File: config.mk
export PLATFORM = sky130hd
export DESIGN_NAME = lcio_led_cycle
export DESIGN_NICKNAME = d
export VERILOG_FILES = /design/src/lcio_cycle_gen.v /design/src/lcio_led_cycle.v
export VERILOG_INCLUDE_DIRS = /design/src /design/src/include
export SDC_FILE = /design/constraint.sdc
export NUM_CORES = 1
export LEC_CHECK = 0
export ABC_AREA = 1
export BUFFER_PORTS_ARGS = -buffer_cell sky130_fd_sc_hd__buf_4
export CORE_MARGIN = 8
export CORE_UTILIZATION = 31
export CTS_CLUSTER_DIAMETER = 120
export DETAILED_ROUTE_END_ITERATION = 8
export REMOVE_ABC_BUFFERS = 1
export SYNTH_ARGS = -nofsm -noshare
export SYNTH_HDL_FRONTEND = slang
export SYNTH_SLANG_ARGS = --single-unit
File: constraint.sdc
create_clock -name ref_clk -period 5.74 [get_ports ref_clk]
set_input_delay 1.722 -clock ref_clk [delete_from_list [all_inputs] [get_ports ref_clk]]
set_output_delay 1.722 -clock ref_clk [all_outputs]
set_load 0.005 [all_outputs]
File: src/include/lcio_regs.vh
// Purpose: Register map, field positions and reset values of the LED cycle block
// Assumes: Byte-wide register port, 4-bit region timers per group
// Notes:   Definitions only
`ifndef LCIO_REGS_VH
`define LCIO_REGS_VH
`define LCIO_ADDR_SEL0     4'h0
`define LCIO_ADDR_SEL1     4'h1
`define LCIO_ADDR_SEL2     4'h2
`define LCIO_ADDR_FADEON   4'h3
`define LCIO_ADDR_FULLON   4'h4
`define LCIO_ADDR_FADEOFF  4'h5
`define LCIO_ADDR_OFF1     4'h6
`define LCIO_ADDR_OFF2     4'h7
`define LCIO_ADDR_PEAK     4'h8
`define LCIO_ADDR_MODE     4'h9
`define LCIO_ADDR_INIT     4'ha
`define LCIO_ADDR_LAST     4'ha
`define LCIO_CMD_AINC_BIT  4
`define LCIO_RST_SEL       8'h00
`define LCIO_RST_TIME      8'h44
`define LCIO_RST_PEAK      8'hff
`define LCIO_RST_MODE      8'h00
`define LCIO_RST_INIT      8'h00
`define LCIO_INIT_EN_A     3
`define LCIO_INIT_EN_B     7
`define LCIO_MODE_SRC_A    4
`define LCIO_MODE_SRC_B    5
`define LCIO_MODE_ONE_A    6
`define LCIO_MODE_ONE_B    7
`define LCIO_TICK_DIV      16'd3125
`endif

File: src/lcio_cycle_gen.v
// Purpose: One intensity-cycle generator walking regions A1..E
// Assumes: tick is a one-cycle enable; region times count ticks
// Notes:   Peak level chosen outside
`timescale 1ns/1ns
`default_nettype none
module lcio_cycle_gen (
	input  wire       ref_clk,
	input  wire       sys_rst,
	input  wire       tick,
	input  wire       restart,
	input  wire [2:0] startRegion,
	input  wire [3:0] fadeOnTime,
	input  wire [3:0] fullOnTime,
	input  wire [3:0] fadeOffTime,
	input  wire [3:0] firstOffTime,
	input  wire [3:0] secondOffTime,
	input  wire [3:0] peakLevel,
	output reg  [2:0] region,
	output reg  [3:0] level,
	output reg        regionEnd
);
	reg [3:0] count_q;
	reg [3:0] dur;
	wire      endNow = tick && (count_q >= dur);
	// ------------------------------
	// Region duration and level
	// ------------------------------
	always @* begin
		case (region)
			3'h0, 3'h4: dur = fadeOnTime;
			3'h1, 3'h5: dur = fullOnTime;
			3'h2, 3'h6: dur = fadeOffTime;
			3'h3: dur = firstOffTime;
			default: dur = secondOffTime;
		endcase
	end
	always @(posedge ref_clk) begin
		if (sys_rst) begin
			region    <= 3'h0;
			count_q   <= 4'h0;
			level     <= 4'h0;
			regionEnd <= 1'b0;
		end else begin
			regionEnd <= endNow && !restart;
			if (restart) begin
				region  <= startRegion;
				count_q <= 4'h0;
			end else if (tick) begin
				if (endNow) begin
					region  <= region + 3'h1;
					count_q <= 4'h0;
				end else begin
					count_q <= count_q + 4'h1;
				end
			end
			case (region)
				3'h0, 3'h4: level <= (dur == 4'h0) ? peakLevel :
					((peakLevel > count_q) ? count_q : peakLevel);
				3'h1, 3'h5: level <= peakLevel;
				3'h2, 3'h6: level <= (peakLevel > count_q) ? (peakLevel - count_q) : 4'h0;
				default: level <= 4'h0;
			endcase
		end
	end
endmodule
`default_nettype wire

File: src/lcio_led_cycle.v
// Purpose: Register file, start-point initialisation and one-shot control, seven LEDs
// Assumes: Byte writes arrive as command then data strobes, synchronous to ref_clk
// Notes:   Three bits per LED, one in each selection reg: {sel2,sel1,sel0}; 000 off, 110/111 on
// Function
// - Init bits 0-2 give group A start region; bit 3 restarts A.
// - Init bits 4-6 give group B start region; bit 7 restarts B.
// - Start code 0..7 maps A1,B1,C1,D,A2,B2,C2,E.
// - Writing init immediately puts each enabled group at its start region.
// - One-shot starts at region start and stops at that region's end.
// - At stop, attached outputs detach, holding group A peak level (110) or off.
// - At stop, selection registers 0, 1 and 2 are rewritten to the held state.
// - Generator keeps cycling after one-shot; others may stay attached.
// - Group B one-shot works like group A with its own settings, but its held-on LEDs take group A peak (110).
// - Timing registers 0x03-0x07, peak 0x08; high nibble B, low A.
// - Selection registers sit at 0x00, 0x01, 0x02.
// - Command 0x10 auto-increments; each data byte goes to next address.
// - Reset returns all registers and outputs to defaults.
// - Register 9 bits 6/7 choose one-shot for A/B.
// - Register 9 bits 4/5 choose master level in bits 0-3 as peak.
// - Regions D and E hold zero for their off-times.
`timescale 1ns/1ns
`default_nettype none
`include "lcio_regs.vh"
module lcio_led_cycle #(
	parameter [15:0] TICK_DIV = `LCIO_TICK_DIV
) (
	input  wire       ref_clk,
	input  wire       sys_rst,
	input  wire       cmdStrobe,
	input  wire       dataStrobe,
	input  wire [7:0] wrData,
	input  wire       rdStrobe,
	output reg  [7:0] rdData,
	output wire [6:0] ledOut,
	output wire [6:0] ledOe
);
	reg  [7:0]  regFile_q [0:10];
	reg  [3:0]  ptr_q;
	reg         autoInc_q;
	reg  [15:0] div_q;
	reg  [3:0]  pwm_q;
	reg  [6:0]  ledOn_q;
	reg  [1:0]  oneArmed_q;
	wire        tick = (div_q == 16'h0000);
	wire        initWr = dataStrobe && (ptr_q == `LCIO_ADDR_INIT);
	wire [7:0]  initByte = wrData;
	wire [3:0]  peakA;
	wire [3:0]  peakB;
	wire [2:0]  regionA;
	wire [2:0]  regionB;
	wire [3:0]  levelA;
	wire [3:0]  levelB;
	wire        endA;
	wire        endB;
	wire        stopA;
	wire        stopB;
	wire        restartA = initWr && initByte[`LCIO_INIT_EN_A];
	wire        restartB = initWr && initByte[`LCIO_INIT_EN_B];
	integer     i;
	integer     j;

	// Mode code of LED n from the three selection registers
	function [2:0] ledMode;
		input [7:0] s0;
		input [7:0] s1;
		input [7:0] s2;
		input [2:0] n;
		begin
			ledMode = {s2[n], s1[n], s0[n]};
		end
	endfunction

	// ------------------------------
	// Peak selection
	// ------------------------------
	assign peakA = regFile_q[`LCIO_ADDR_MODE][`LCIO_MODE_SRC_A] ?
		regFile_q[`LCIO_ADDR_MODE][3:0] : regFile_q[`LCIO_ADDR_PEAK][3:0];
	assign peakB = regFile_q[`LCIO_ADDR_MODE][`LCIO_MODE_SRC_B] ?
		regFile_q[`LCIO_ADDR_MODE][3:0] : regFile_q[`LCIO_ADDR_PEAK][7:4];

	// ------------------------------
	// Generators
	// ------------------------------
	lcio_cycle_gen genA (
		.ref_clk      (ref_clk),
		.sys_rst      (sys_rst),
		.tick         (tick),
		.restart      (restartA),
		.startRegion  (initByte[2:0]),
		.fadeOnTime   (regFile_q[`LCIO_ADDR_FADEON][3:0]),
		.fullOnTime   (regFile_q[`LCIO_ADDR_FULLON][3:0]),
		.fadeOffTime  (regFile_q[`LCIO_ADDR_FADEOFF][3:0]),
		.firstOffTime (regFile_q[`LCIO_ADDR_OFF1][3:0]),
		.secondOffTime(regFile_q[`LCIO_ADDR_OFF2][3:0]),
		.peakLevel    (peakA),
		.region       (regionA),
		.level        (levelA),
		.regionEnd    (endA)
	);
	lcio_cycle_gen genB (
		.ref_clk      (ref_clk),
		.sys_rst      (sys_rst),
		.tick         (tick),
		.restart      (restartB),
		.startRegion  (initByte[6:4]),
		.fadeOnTime   (regFile_q[`LCIO_ADDR_FADEON][7:4]),
		.fullOnTime   (regFile_q[`LCIO_ADDR_FULLON][7:4]),
		.fadeOffTime  (regFile_q[`LCIO_ADDR_FADEOFF][7:4]),
		.firstOffTime (regFile_q[`LCIO_ADDR_OFF1][7:4]),
		.secondOffTime(regFile_q[`LCIO_ADDR_OFF2][7:4]),
		.peakLevel    (peakB),
		.region       (regionB),
		.level        (levelB),
		.regionEnd    (endB)
	);

	// One-shot stop: armed by a restart, fires at the end of the start region
	assign stopA = oneArmed_q[0] && endA && regFile_q[`LCIO_ADDR_MODE][`LCIO_MODE_ONE_A];
	assign stopB = oneArmed_q[1] && endB && regFile_q[`LCIO_ADDR_MODE][`LCIO_MODE_ONE_B];

	// ------------------------------
	// Tick divider and PWM counter
	// ------------------------------
	always @(posedge ref_clk) begin
		if (sys_rst) begin
			div_q <= 16'h0000;
			pwm_q <= 4'h0;
		end else begin
			div_q <= tick ? (TICK_DIV - 16'h0001) : (div_q - 16'h0001);
			pwm_q <= (pwm_q == 4'he) ? 4'h0 : (pwm_q + 4'h1);
		end
	end

	// ------------------------------
	// Register port and one-shot write-back
	// ------------------------------
	always @(posedge ref_clk) begin
		if (sys_rst) begin
			for (i = 0; i < 11; i = i + 1) begin
				regFile_q[i] <= `LCIO_RST_TIME;
			end
			regFile_q[`LCIO_ADDR_SEL0] <= `LCIO_RST_SEL;
			regFile_q[`LCIO_ADDR_SEL1] <= `LCIO_RST_SEL;
			regFile_q[`LCIO_ADDR_SEL2] <= `LCIO_RST_SEL;
			regFile_q[`LCIO_ADDR_PEAK] <= `LCIO_RST_PEAK;
			regFile_q[`LCIO_ADDR_MODE] <= `LCIO_RST_MODE;
			regFile_q[`LCIO_ADDR_INIT] <= `LCIO_RST_INIT;
			ptr_q      <= 4'h0;
			autoInc_q  <= 1'b0;
			oneArmed_q <= 2'b00;
			rdData     <= 8'h00;
		end else begin
			if (cmdStrobe) begin
				ptr_q     <= wrData[3:0];
				autoInc_q <= wrData[`LCIO_CMD_AINC_BIT];
			end else if (dataStrobe || rdStrobe) begin
				if (autoInc_q) begin
					ptr_q <= (ptr_q >= `LCIO_ADDR_LAST) ? 4'h0 : (ptr_q + 4'h1);
				end
			end
			if (rdStrobe) begin
				rdData <= (ptr_q <= `LCIO_ADDR_LAST) ? regFile_q[ptr_q] : 8'h00;
			end
			if (dataStrobe && (ptr_q <= `LCIO_ADDR_LAST)) begin
				regFile_q[ptr_q] <= wrData;
			end
			// Detach at stop: rewrite the mode of attached LEDs (hardware wins)
			for (i = 0; i < 7; i = i + 1) begin
				if ((stopA && ledMode(regFile_q[0], regFile_q[1], regFile_q[2], i[2:0]) == 3'h2) ||
					(stopB && ledMode(regFile_q[0], regFile_q[1], regFile_q[2], i[2:0]) == 3'h3)) begin
					regFile_q[`LCIO_ADDR_SEL0][i] <= 1'b0;
					regFile_q[`LCIO_ADDR_SEL1][i] <= ledOn_q[i];
					regFile_q[`LCIO_ADDR_SEL2][i] <= ledOn_q[i];
				end
			end
			if (restartA) oneArmed_q[0] <= 1'b1;
			else if (stopA) oneArmed_q[0] <= 1'b0;
			if (restartB) oneArmed_q[1] <= 1'b1;
			else if (stopB) oneArmed_q[1] <= 1'b0;
		end
	end

	// ------------------------------
	// Held final state per LED
	// ------------------------------
	always @(posedge ref_clk) begin
		if (sys_rst) begin
			ledOn_q <= 7'h00;
		end else begin
			for (j = 0; j < 7; j = j + 1) begin
				case (ledMode(regFile_q[0], regFile_q[1], regFile_q[2], j[2:0]))
					3'h2: ledOn_q[j] <= (levelA != 4'h0);
					3'h3: ledOn_q[j] <= (levelB != 4'h0);
					default: ledOn_q[j] <= ledOn_q[j];
				endcase
			end
		end
	end

	// ------------------------------
	// Open-drain outputs, enable low while driving
	// ------------------------------
	genvar g;
	generate
		for (g = 0; g < 7; g = g + 1) begin : gLed
			wire [2:0] m = {regFile_q[2][g], regFile_q[1][g], regFile_q[0][g]};
			wire [3:0] lv = (m == 3'h2) ? levelA :
				(m == 3'h3) ? levelB :
				(m == 3'h6) ? peakA :
				(m == 3'h7) ? peakB : 4'h0;
			assign ledOut[g] = 1'b0;
			assign ledOe[g]  = ~(lv > pwm_q);
		end
	endgenerate
endmodule
`default_nettype wire

# Word-level counts from Yosys, hierarchy flattened
# Memories as Yosys holds them, arrays and structs flattened. A register that Yosys moved wholly into a read port is not among the register bits.
# Cells that the tools add are included.
dict set report totals {
  memories 1
  mem_bits_rw 88
  inputBits 13
  ff_bits 66
  output_inout_bits 22
  elab_cells 779
}
dict set report op_classes {
  n_bitwise 475
  addsub 9
  order_cmp 13
  n_reduce_logical 72
  muxes 123
  n_eq_ne 63
}
# memory words width rd rd_clocked_by_memory_dff wr line_no
set memory_table {}
lappend memory_table {regFile_q 11 8 11 1 11 lcio_led_cycle.v:37} ;# reg [7:0] regFile_q [0:10];
# cell n
set ops {}
lappend ops {{$mux W4} 45}
lappend ops {{$and A1 B1 Y1} 168}
lappend ops {{$not A1 Y1} 154}
lappend ops {{$and A1 B1 Y1 const B} 126}
lappend ops {{$eq A4 B4 Y1 const B} 23}
lappend ops {{$mux W8} 9}
lappend ops {{$eq A3 B3 Y1 const B} 20}
lappend ops {{$eq A3 B2 Y1 const B} 18}
lappend ops {{$mux W1} 51}
lappend ops {{$gt A4 B4 Y1} 9}
lappend ops {{$pmux W4 S4} 2}
lappend ops {{$reduce_bool A2 Y1} 15}
lappend ops {{$or A1 B1 Y1} 27}
lappend ops {{$logic_and A1 B1 Y1} 26}
lappend ops {{$pmux W4 S3} 2}
lappend ops {{$reduce_or A2 Y1} 10}
lappend ops {{$mux W3} 6}
lappend ops {{$add A4 B1 Y4 const B} 4}
lappend ops {{$logic_not A16 Y1} 1}
lappend ops {{$sub A16 B1 Y16 const B} 1}
lappend ops {{$pmux W1 S2} 7}
lappend ops {{$mux W12} 1}
lappend ops {{$ge A4 B4 Y1} 2}
lappend ops {{$logic_not A4 Y1} 2}
lappend ops {{other kinds (11)} 26}

# Longest topological paths before layout
# Gate-level depths: netlist (run 1).
dict set report depth {
  word_depth 32
  mapped_depth 17
  mapped_depth_nobuf 16
}

# Hierarchy
# From an unflattened synthesis (run 1), not the netlist that was laid out.
dict set report hier_totals {
  hier_cells 1661
  area_unflattened_um2 12395.6
}
# mod n_inst cells_per_inst seq_area_each_um2 area_each_um2
set by_module_without_submodules {}
lappend by_module_without_submodules {lcio_led_cycle 1 1313 4764.6 10116.0}
lappend by_module_without_submodules {lcio_cycle_gen 2 174 240.2 1139.8}

# Worst setup path before layout (run 1)
# No wires, ideal clock.
dict set report synth_path {
  path_kind {flip-flop to output port}
  from {mem regFile_q[9][5]}
  to {out ledOe[6]}
  arrival_time_ps 2038
  slack_ps 1980
  path_stages_with_launch 11
  path_buffers 1
  path_cell_list {edfxtp_1 > buf_2 > o21ai_0 > inv_1 > a22oi_1 > o221ai_1 > ha_1 > nand2_1 > inv_1 > o21ai_0 > a32o_1}
}
# element line_no
set synth_rtl {}
lappend synth_rtl {{start: declaration} lcio_led_cycle.v:37}
lappend synth_rtl {{end: declaration} lcio_led_cycle.v:35} ;# output wire [6:0] ledOe

==> results of run 1 <==
## metal layers
metal  vias up  wire length, µm  share of wire [%]
li1       5308                -                  -
met1      5107            15300                 43
met2       297            17600                 49
met3        69             1690                4.7
met4         0             1210                3.4
met5         -                0                  0
## cells in the mapped netlist, drive strengths merged
cell	instances	share of area [%]
nand2	381	12
inv	204	6.3
nor2	178	5.7
edfxtp	128	31
nand3	113	4.9
o21ai	108	4.5
a21oi	106	4.3
dfxtp	70	11
ha	65	6.7
clkbuf	35	1.1
buf	31	1.8
o211ai	26	1.6
a221oi	20	1.4
nand4	16	0.82
nor3	16	0.75
o221ai	12	0.86
o22ai	12	0.62
xor2	8	0.57
a32o	7	0.57
o21a	7	0.44
a31oi	4	0.21
clkinv	4	0.12
or2	4	0.21
a22oi	3	0.18
o21bai	3	0.18
xnor2	3	0.22
fa	2	0.33
nand3b	2	0.12
o2111ai	2	0.14
o31ai	2	0.16
a21boi	1	0.062
conb	1	0.031
nor3b	1	0.062
nor4	1	0.10
## path summary, 6_finish.rpt
check,start,slack (ns),endpoint
min reg2reg,div_q[0]$_SDFF_PP0_,0.47,div_q[0]$_SDFF_PP0_
max,regFile_q[9][4]$_SDFFCE_PN0P_,0.81,ledOe[5]
max reg2reg,regFile_q[9][5]$_SDFFCE_PN0P_,2.59,genB.level[1]$_SDFF_PP0_
min,div_q[0]$_SDFF_PP0_,0.47,div_q[0]$_SDFF_PP0_
## logic make-up (layout without fill, tap and decap cells)
logic type      Yosys count  in the layout  synth area share, %
fa+ha+maj                67             67                 6.99
flops                   198            198                 43.0
simple gates            712            712                 24.7
compound gates          313            313                 15.3
xor+xnor                 11             11                0.789
buf+inv                 274            276                 9.26
other cells               1             39               0.0307
## critical path, delay by kind of cell, from the launching register on
family | cells | cell delay, ns
AO/OA/AOI/OAI | 5 | 1.41
adder cells (fa/ha/maj) | 1 | 0.31
buffers and inverters | 3 | 0.48
flip-flops | 1 | 0.50
AND/OR/NAND/NOR | 1 | 0.05
## cells in the final DEF (no fill, tap or decap), types with 36 or more instances in the layout
cell type / count
buf_4: 36
nor2_1: 173
o21ai_0: 95
ha_1: 65
conb_1: 39
edfxtp_1: 128
a21oi_1: 106
nand3_1: 109
dfxtp_1: 68
nand2_1: 373
inv_1: 198
## area by class of cell
class | instances | share of cell area, %
multi-input combinational | 1142 | 44.2
sequential | 198 | 38.9
inverter | 208 | 5.80
tap | 518 | 4.80
clock buffer | 23 | 3.79
timing repair buffer | 36 | 2.00
clock inverter | 9 | 0.565
## sequential cells by signal (all words and copies together), names as in the netlist, 7 cells and up, named ones only
name       flops
div_q         16
ledOn_q        7
rdData         8
regFile_q    128
## power by group through the flow
stage	Sequential, W	Clock [W]	Combinational (W)
after floorplan	0.00174	0	0.000574
after global placement	0.00176	0	0.000819
after detailed placement	0.00176	0	0.000836
after CTS	0.00173	0.00124	0.000839
after global routing	0.00175	0.00130	0.000951
final	0.00173	0.00122	0.000833
## through the flow
stage	area, µm²	util, %
detailed placement	12900	33.4
global route	13500	34.9
global placement	12900	33.4
CTS	13500	34.9
finish	13500	34.9
floorplan	12000	-
==> summary.md, run 1 <==
| Metric | Value |
|---|---|
| Req. time, crit path | `4.02 ns` |
| # fillers | `4058` |
| Initial antenna violation count | `0` |
| Library cells used by synthesis | `52` |
| Reg clk slew, reported paths | `~0.070 ns` |
| Yosys warns | `0` |
| Post-DP HPWL | `approximately 27000 µm` |
| DIE WIDTH | `214 µm` |
| Largest net degree at the start of global routing | `73` |
| Via Count | `10800` |
| Final setup fails | `0` |
| Yosys reg bits | `around 200` |
| Worst-case reg-to-reg path depth | `11` |
| Max Slew Vio Count | `0` |
| Max-Cap Viols | `0` |
| IO buf count | `27` |
| Power Density | `280 nW/µm²` |
| GRT Overall Usage | `between 15 and 20%` |
| Die Ht | `214 µm` |
| Synth Instances | `1576` |
| Row count | `72` |
| Routed WL per cell | `16.8 µm` |
| Fmax | `203 MHz` |
| Non-filler instance count after layout | `~2100` |
| Worst slew pin tran | `0.844 ns` |
| Sw Share | `between 30% and 40%` |
| Hold depth | `1` |
| NetSw | `0.00123 W` |
| Status | `completed` |
| Worst Setup End Kind | `primary output` |
| Comb power frac | `22.0%` |
| Worst hold margin | `0.468 ns` |
| Met2 usage | `26.9%` |
| Post-synthesis sequential area ratio | `43.0%` |
| Setup Skew | `around 0.019 ns` |
| Leakage | `5.67 nW` |
| Drt total wl | `35800 µm` |
| PnR worst setup slack | `between 0.8 and 0.9 ns` |
| Via/cell ratio | `5.05` |
| Layout area overhead | `10.7%` |
| Die Footprint | `46000 µm²` |
| Seq. cell area | `between 5000 and 6000 µm²` |
| Pre-CTS WS | `between 1 and 1.5 ns` |
| Met3 usage | `2.37%` |
| CTS H-tree depth | `4` |
| CTS tree | `done` |
| Crit path kind | `register to primary output` |
| Share of cells above drive strength 1 | `under 10%` |
| DR pass1 iterations | `5` |
| Clock sink count | `198` |
| # diodes | `0` |
| Clk_lat worst skew | `0.46 ns` |
| Root buf cell | `clkbuf_16` |
| GR peak layer | `met2` |
| Crit-path max FO | `9` |
| Crit share post-route | `85.9%` |
| Core area | `38700 µm²` |
| Slew headroom | `a little over two fifths` |
| Final nets | `roughly 1700` |
| 1st-iter DRT viols | `913` |
| Hold Buf Count CTS | `0` |
| Met1 global-route usage | `18.5%` |
| Overall power | `between 0.003 and 0.004 W` |
| Routability Congestion | `0.919` |
| Area of the multi-input gates | `roughly 6000 µm²` |
| Clock network fraction of design power | `approximately 32%` |
| First-pass GRT wire length | `56400 µm` |
| Initial Util | `31.5%` |
| Setup Buffers After CTS | `0` |
| Post-Syn Area per Cell | `7.74 µm²` |
| Longest Clk Path Bufs | `2` |
| Final min period | `4.93 ns` |
| Sequential share of power | `roughly 46%` |
| Number of global-route vias before repair | `between 10000 and 15000` |
| IO Count | `35` |
| Internal | `0.00256 W` |
| Critical Path AT | `3.21 ns` |
| Unrepaired setup endpoints after global routing | `no` |
| Total CTS buffers | `17` |
| Remaining global-route overflow | `0` |
| Final Hold Fails | `0` |
| Crit path max-delay cell type | `o21ai_1` |
| Routed Antenna Nets | `0` |
| Resized cells post-CTS | `0` |
| Critical path cell sequence | `o21ai_1, inv_1, a221oi_1, o21ai_0, ha_1, nand2_1, inv_1, o21ai_0, a32o_1, buf_4` |
| Startpoint type of the worst setup path | `register` |
| Fin Setup TNS | `0 ns` |
| DP Cell Count | `2102` |
| Hold crit path type | `register to register` |
| DRC viols | `0` |
| CP max stage delay | `~0.70 ns` |
| VDD IR max | `around 0.00022 V` |
| Synth Cell Area | `12200 µm²` |
(Power assumes the default switching activity.)
==> run 2: changes to the inputs <==
--- a/config.mk
+++ b/config.mk
@@ -8,11 +8,12 @@
 export LEC_CHECK = 0
 export ABC_AREA = 1
 export BUFFER_PORTS_ARGS = -buffer_cell sky130_fd_sc_hd__buf_4
-export CORE_MARGIN = 8
 export CORE_UTILIZATION = 31
 export CTS_CLUSTER_DIAMETER = 120
 export DETAILED_ROUTE_END_ITERATION = 8
 export REMOVE_ABC_BUFFERS = 1
+export SLEW_MARGIN = 20
 export SYNTH_ARGS = -nofsm -noshare
 export SYNTH_HDL_FRONTEND = slang
+export SYNTH_HIERARCHICAL = 1
 export SYNTH_SLANG_ARGS = --single-unit
==> summary.md, run 2 <==
| Metric | Value |
|---|---|
| Status | `completed` |
| Worst slew pin tran | `1.05 ns (+0.207 ns)` |
| Layout area overhead | `10.9%` |
| Commonest non-fill, non-tap cell in the layout | `nand2_1` |
| Clk_lat worst skew | `0.45 ns (about the same)` |
| Final setup fails | `0 (unchanged)` |
| Worst-case reg-to-reg path depth | `12 (+1)` |
| Share of cells above drive strength 1 | `6.56% (+0.49 points)` |
| CTS H-tree depth | `4 (unchanged)` |
| Resized cells post-CTS | `0 (unchanged)` |
| Critical path cell sequence | `o21ai_1, a22oi_1, o21ai_0, a21oi_1, ha_1, nor2_1, o21ai_0, a32o_1, buf_4` |
| Via Count | `11100 (+3.1%)` |
| Fmax | `215 MHz (+6.0%)` |
| DR pass1 iterations | `5 (unchanged)` |
| Most frequent cells in the layout | `nand2_1, inv_1, nor2_1` |
| DRC viols | `0 (unchanged)` |
| Hold Buf Count CTS | `0 (unchanged)` |
| CP max stage delay | `0.86 ns (+0.16 ns)` |
| Hold depth | `1 (unchanged)` |
| Routed WL per cell | `16.6 µm (-0.96%)` |
| Reg2reg start | `regFile_q[9][4]$_SDFFCE_PN0P_` |
| Top cell type's share of synthesized area | `31.0% (-0.49 points)` |
| Final min period | `4.65 ns (-0.279 ns)` |
| Max Slew Vio Count | `0 (unchanged)` |
| Met1 global-route usage | `23.7% (+5.3 points)` |
| Met2 usage | `30.7% (+3.8 points)` |
| Reg clk slew, reported paths | `0.08 ns (about the same)` |
| Number of global-route vias before repair | `10400 (-1.6%)` |
| Unrepaired setup endpoints after global routing | `no` |
| First-pass GRT wire length | `57900 µm (+2.7%)` |
| Die Ht | `202 µm (-5.8%)` |
| Initial Util | `31.8% (+0.27 points)` |
| Library cells used by synthesis | `48 (-7.7%)` |
| Startpoint type of the worst setup path | `register` |
| Hold EP | `div_q[0]$_SDFF_PP0_` |
| Req. time, crit path | `4.02 ns (about the same)` |
| Remaining global-route overflow | `0 (unchanged)` |
| Initial antenna violation count | `0 (unchanged)` |
| Hold crit path type | `register to register` |
| HP Start | `div_q[0]$_SDFF_PP0_` |
| Leakage | `6.27 nW (+11%)` |
| Crit share post-route | `81.0% (-4.9 points)` |
| Max-Cap Viols | `0 (unchanged)` |
| GRT Overall Usage | `18.3% (+2.9 points)` |
| Post-Syn Area per Cell | `7.46 µm² (-3.6%)` |
| Via/cell ratio | `4.99 (-1.2%)` |
| Die Footprint | `40800 µm² (-11%)` |
| Routability Congestion | `0.915 (-0.44%)` |
| Worst reg2reg endpoint | `genA/level[2]$_SDFF_PP0_` |
| Top reg by flops | `regFile_q` |
| # fillers | `4070 (+0.30%)` |
| VDD IR max | `0.000187 V (-14%)` |
| Largest net degree at the start of global routing | `79 (+8.2%)` |
| Top-count cell post-synth | `nand2_1` |
| Final nets | `1773 (+5.3%)` |
| GR peak layer | `met2` |
| Routed Antenna Nets | `0 (unchanged)` |
| Max reg flops | `128 (unchanged)` |
| Top FF cell, synth | `edfxtp_1` |
| CTS tree | `done` |
| Longest Clk Path Bufs | `2 (unchanged)` |
| Crit path kind | `register to primary output` |
| Row count | `72 (unchanged)` |
| Area leader, netlist | `edfxtp_1` |
| Leading registers by flop count | `regFile_q x128, div_q x16, rdData x8` |
| Met3 usage | `2.56% (+0.19 points)` |
| Flop2flop setup slack | `2.51 ns (-0.08 ns)` |
| Overall power | `0.00391 W (+3.1%)` |
| Clock sink count | `198 (unchanged)` |
| Ys async rst share | `0% (unchanged)` |
| Worst Setup End Kind | `primary output` |
| # diodes | `0 (unchanged)` |
| Final Hold Fails | `0 (unchanged)` |
| Fin Setup TNS | `0 ns (unchanged)` |
| IO buf count | `27 (unchanged)` |
| Crit path max-delay cell type | `o21ai_1` |
| Yosys reg bits | `198 (unchanged)` |
| Setup Skew | `0.0212 ns (+0.00213 ns)` |
| Setup Buffers After CTS | `0 (unchanged)` |
| Synth top cells by count | `nand2_1, inv_1, nor2_1` |
| Number of synthesized flops with an enable pin | `128 (unchanged)` |
| Most used cell, CP | `o21ai_0` |
| Root buf cell | `clkbuf_16` |
| Slew headroom | `29.5% (-14 points)` |
| Post-DP HPWL | `27000 µm (+0.45%)` |
| Crit-path max FO | `11 (+2)` |
| Synth Instances | `1661 (+5.4%)` |
| DIE WIDTH | `202 µm (-5.8%)` |
| Power Density | `284 nW/µm² (+1.4%)` |
| Total CTS buffers | `17 (unchanged)` |
| Synth top area cells | `edfxtp_1, nand2_1, dfxtp_1` |
| Drt total wl | `37000 µm (+3.3%)` |
| 1st-iter DRT viols | `988 (+8.2%)` |
| Critical Path AT | `2.93 ns (-0.28 ns)` |
| Core area | `39000 µm² (+0.70%)` |
| Synth Cell Area | `12400 µm² (+1.6%)` |
| Post-synthesis sequential area ratio | `42.3% (-0.66 points)` |
| Yosys warns | `6 (+6)` |
| IO Count | `35 (unchanged)` |
run 2: per-stage QoR:
| stage | util, % | hold WS (ns) | setup slack (ns) | area [µm²] | instances |
|---|---|---|---|---|---|
| 2_1_floorplan | - | 0.414 | 2.16 | 12200 | 1636 |
| 3_3_place_gp | 33.8 | 0.425 | 1.56 | 13200 | 2194 |
| 3_5_place_dp | 33.8 | 0.437 | 1.56 | 13200 | 2194 |
| 4_1_cts | 35.2 | 0.448 | 1.07 | 13700 | 2226 |
| 5_1_grt | 35.2 | 0.464 | 0.914 | 13700 | 2226 |
| 6_report | 35.2 | 0.442 | 1.09 | 13700 | 2226 |
run 2: kinds of logic after synthesis:
logic type      Yosys count  share of synthesized area [%]
simple gates            870                           29.7
buf+inv                 302                           9.84
compound gates          213                           10.6
flops                   198                           42.3
fa+ha+maj                65                           6.68
xor+xnor                 12                          0.848
other cells               1                         0.0303
run 2: power by group:
| part | leakage, nW | switching [W] | internal (W) |
|---|---|---|---|
| logic | 4.19 | 0.000617 | 0.000340 |
| registers | 1.80 | 0.000103 | 0.00165 |
| clock network | 0.282 | 0.000615 | 0.000586 |
run 2: per-layer routing:
metal	vias to the layer above	wire, µm
li1	5462	-
met4	0	979
met2	391	17600
met1	5208	16100
met5	-	0
met3	49	2320
run 2: area by class of cell:
type | instances | area (µm²) | share of cell area [%]
repair buffers | 40 | 300 | 2.18
well taps | 518 | 648 | 4.72
clock buffers | 18 | 429 | 3.12
clock inverters | 14 | 150 | 1.09
multi-input cells | 1199 | 6070 | 44.2
inverters | 239 | 897 | 6.53
flip-flops and latches | 198 | 5250 | 38.2
run 2: worst max path at each step:
stage,startpoint,to,slack (ns),cells past startpoint
6_report,regFile_q[9][4]$_SDFFCE_PN0P_,ledOe[1],1.09,9
5_1_grt,regFile_q[9][4]$_SDFFCE_PN0P_,ledOe[2],0.91,9
4_1_cts,regFile_q[9][4]$_SDFFCE_PN0P_,ledOe[2],1.07,9
3_5_place_dp,regFile_q[9][4]$_SDFFCE_PN0P_,ledOe[2],1.56,9
3_3_place_gp,regFile_q[9][4]$_SDFFCE_PN0P_,ledOe[2],1.56,9
2_1_floorplan,regFile_q[9][5]$_SDFFCE_PN0P_,ledOe[1],2.16,8
run 2: worst max-delay path: cells and delay by family (launching register included):
family | cells | cell delay (ns)
compound gates | 6 | 1.55
fa+ha+maj | 1 | 0.21
buf+inv | 1 | 0.13
flops | 1 | 0.50
simple gates | 1 | 0.09
==> run 3: changes to the inputs <==
==> constraint.sdc (replaced) <==
create_clock -name ref_clk -period 4.3 [get_ports ref_clk]
set_input_delay 1.29 -clock ref_clk [delete_from_list [all_inputs] [get_ports ref_clk]]
set_output_delay 1.29 -clock ref_clk [all_outputs]
set_load 0.005 [all_outputs]
==> summary.md, run 3 (synthesis gave the netlist of run 2 again) <==
| Metric | Value |
|---|---|
| Status | `completed` |
| Hold depth | `1 (unchanged)` |
| CTS H-tree depth | `4 (unchanged)` |
| Post-route cell area | `13800 µm² (+0.70%)` |
| Post-DP HPWL | `27400 µm (+1.6%)` |
| Remaining global-route overflow | `0 (unchanged)` |
| Via Count | `11200 (+1.2%)` |
| Leading registers by flop count | `regFile_q x128, div_q x16, rdData x8` |
| Number of global-route vias before repair | `10700 (+3.2%)` |
| Row count | `72 (unchanged)` |
| Via/cell ratio | `5.04 (+1.0%)` |
| Most frequent cells in the layout | `nand2_1, inv_1, nor2_1` |
| Routability Congestion | `0.887 (-3.1%)` |
| Crit-path max FO | `9 (-2)` |
| Worst Setup End Kind | `primary output` |
| Hold EP | `div_q[0]$_SDFF_PP0_` |
| Final nets | `1777 (+0.23%)` |
| Crit path max-delay cell type | `edfxtp_1` |
| CTS tree | `done` |
| Crit path kind | `register to primary output` |
| Worst reg2reg endpoint | `genB/level[3]$_SDFF_PP0_` |
| Req. time, crit path | `3.01 ns (-1.01 ns)` |
| Worst hold margin | `0.443 ns (+0.000570 ns)` |
| Critical path cell sequence | `nand2_1, o21a_1, inv_1, a22oi_1, o21ai_0, a21oi_1, ha_1, a32o_1, buf_4` |
| Share of cells above drive strength 1 | `6.89% (+0.34 points)` |
| Final min period | `roughly 4.0 ns` |
| Setup Skew | `0.0167 ns (-0.00454 ns)` |
| Startpoint type of the worst setup path | `register` |
| IO buf count | `27 (unchanged)` |
| Clock sink count | `198 (unchanged)` |
| Routed WL per cell | `16.9 µm (+1.7%)` |
| Drt total wl | `37600 µm (+1.9%)` |
| Fin Setup TNS | `0 ns (unchanged)` |
| Unrepaired setup endpoints after global routing | `no` |
| Slew headroom | `30.1% (+0.60 points)` |
| Flop2flop setup slack | `1.38 ns (-1.13 ns)` |
| Initial antenna violation count | `0 (unchanged)` |
| DRC viols | `0 (unchanged)` |
| Die Footprint | `40800 µm² (unchanged)` |
| Hold Buf Count CTS | `0 (unchanged)` |
| Reg clk slew, reported paths | `0.08 ns (about the same)` |
| Max reg flops | `128 (unchanged)` |
| First-pass GRT wire length | `58900 µm (+1.6%)` |
| Setup Buffers After CTS | `0 (unchanged)` |
| Root buf cell | `clkbuf_16` |
| Commonest non-fill, non-tap cell in the layout | `nand2_1` |
| Core area | `39000 µm² (unchanged)` |
| Final setup fails | `0 (unchanged)` |
| GRT Overall Usage | `18.6% (+0.34 points)` |
| Overall power | `0.00532 W (+36%)` |
| DR pass1 iterations | `7 (+2)` |
| Longest Clk Path Bufs | `2 (unchanged)` |
| Layout area overhead | `11.7%` |
| Total CTS buffers | `17 (unchanged)` |
| HP Start | `div_q[0]$_SDFF_PP0_` |
| Routed Antenna Nets | `0 (unchanged)` |
| Worst-case reg-to-reg path depth | `13 (+1)` |
| Worst slew pin tran | `1.04 ns (-0.0107 ns)` |
| Max Slew Vio Count | `0 (unchanged)` |
| Reg2reg start | `regFile_q[9][5]$_SDFFCE_PN0P_` |
| DIE WIDTH | `202 µm (unchanged)` |
| Hold crit path type | `register to register` |
| Crit share post-route | `92.4%` |
| VDD IR max | `0.000283 V (+51%)` |
| Fmax | `~250 MHz` |
| Power Density | `384 nW/µm² (+35%)` |
| 1st-iter DRT viols | `995 (+0.71%)` |
| # diodes | `0 (unchanged)` |
| IO Count | `35 (unchanged)` |
| Post-DP Area | `13200 µm² (+0.32%)` |
| Max-Cap Viols | `0 (unchanged)` |
| CP max stage delay | `0.51 ns (-0.35 ns)` |
| Top reg by flops | `regFile_q` |
| Largest net degree at the start of global routing | `65 (-18%)` |
| Clk_lat worst skew | `0.46 ns (about the same)` |
| Critical Path AT | `2.68 ns (-0.25 ns)` |
| Initial Util | `31.8% (unchanged)` |
| Final Hold Fails | `0 (unchanged)` |
| Die Ht | `202 µm (unchanged)` |
| Resized cells post-CTS | `0 (unchanged)` |
| Leakage | `6.32 nW (+0.81%)` |
run 3: layout make-up:
type	count	area, µm²
multi-input cells	1199	6080
clock buffers	19	464
inverters	239	897
repair buffers	44	343
fillers	4074	25200
well taps	518	648
flip-flops and latches	198	5250
clock inverters	13	164
run 3: worst max-delay path by stage:
stage,startpoint,end,slack (ns),cells after the start
2_1_floorplan,regFile_q[9][5]$_SDFFCE_PN0P_,ledOe[1],1.15,8
3_3_place_gp,regFile_q[9][5]$_SDFFCE_PN0P_,ledOe[2],0.92,11
3_5_place_dp,regFile_q[9][5]$_SDFFCE_PN0P_,ledOe[2],0.86,9
4_1_cts,regFile_q[9][5]$_SDFFCE_PN0P_,ledOe[2],0.35,9
5_1_grt,regFile_q[9][5]$_SDFFCE_PN0P_,ledOe[6],0.15,12
6_report,regFile_q[9][5]$_SDFFCE_PN0P_,ledOe[1],0.33,9
run 3: worst max-delay path, delay by kind of cell (launching register included):
family,cells,cell delay (ns)
simple gates,1,0.12
flops,1,0.51
fa+ha+maj,1,0.25
compound gates,5,0.95
buf+inv,2,0.38
run 3: power by group:
| part | switching, W | internal, W | leakage (nW) |
|---|---|---|---|
| Clock | 0.000852 | 0.000845 | 0.306 |
| Sequential | 0.000137 | 0.00220 | 1.80 |
| Combinational | 0.000835 | 0.000451 | 4.21 |
run 3: layer usage:
metal | GRT usage (%) | vias to the layer above | share of wire (%)
li1 | - | 5481 | -
met1 | 24.0 | 5295 | 44
met2 | 30.9 | 382 | 47
met3 | 2.64 | 84 | 5.9
met4 | 8.41 | 0 | 3.6
met5 | 0 | - | 0
run 3: through the flow:
stage | worst slack, ns | std cells | utilization (%)
final | 0.329 | 2230 | 35.5
after global routing | 0.148 | 2230 | 35.5
after CTS | 0.346 | 2230 | 35.5
after detailed placement | 0.855 | 2198 | 33.9
after global placement | 0.917 | 2198 | 33.9
after floorplan | 1.15 | 1636 | -
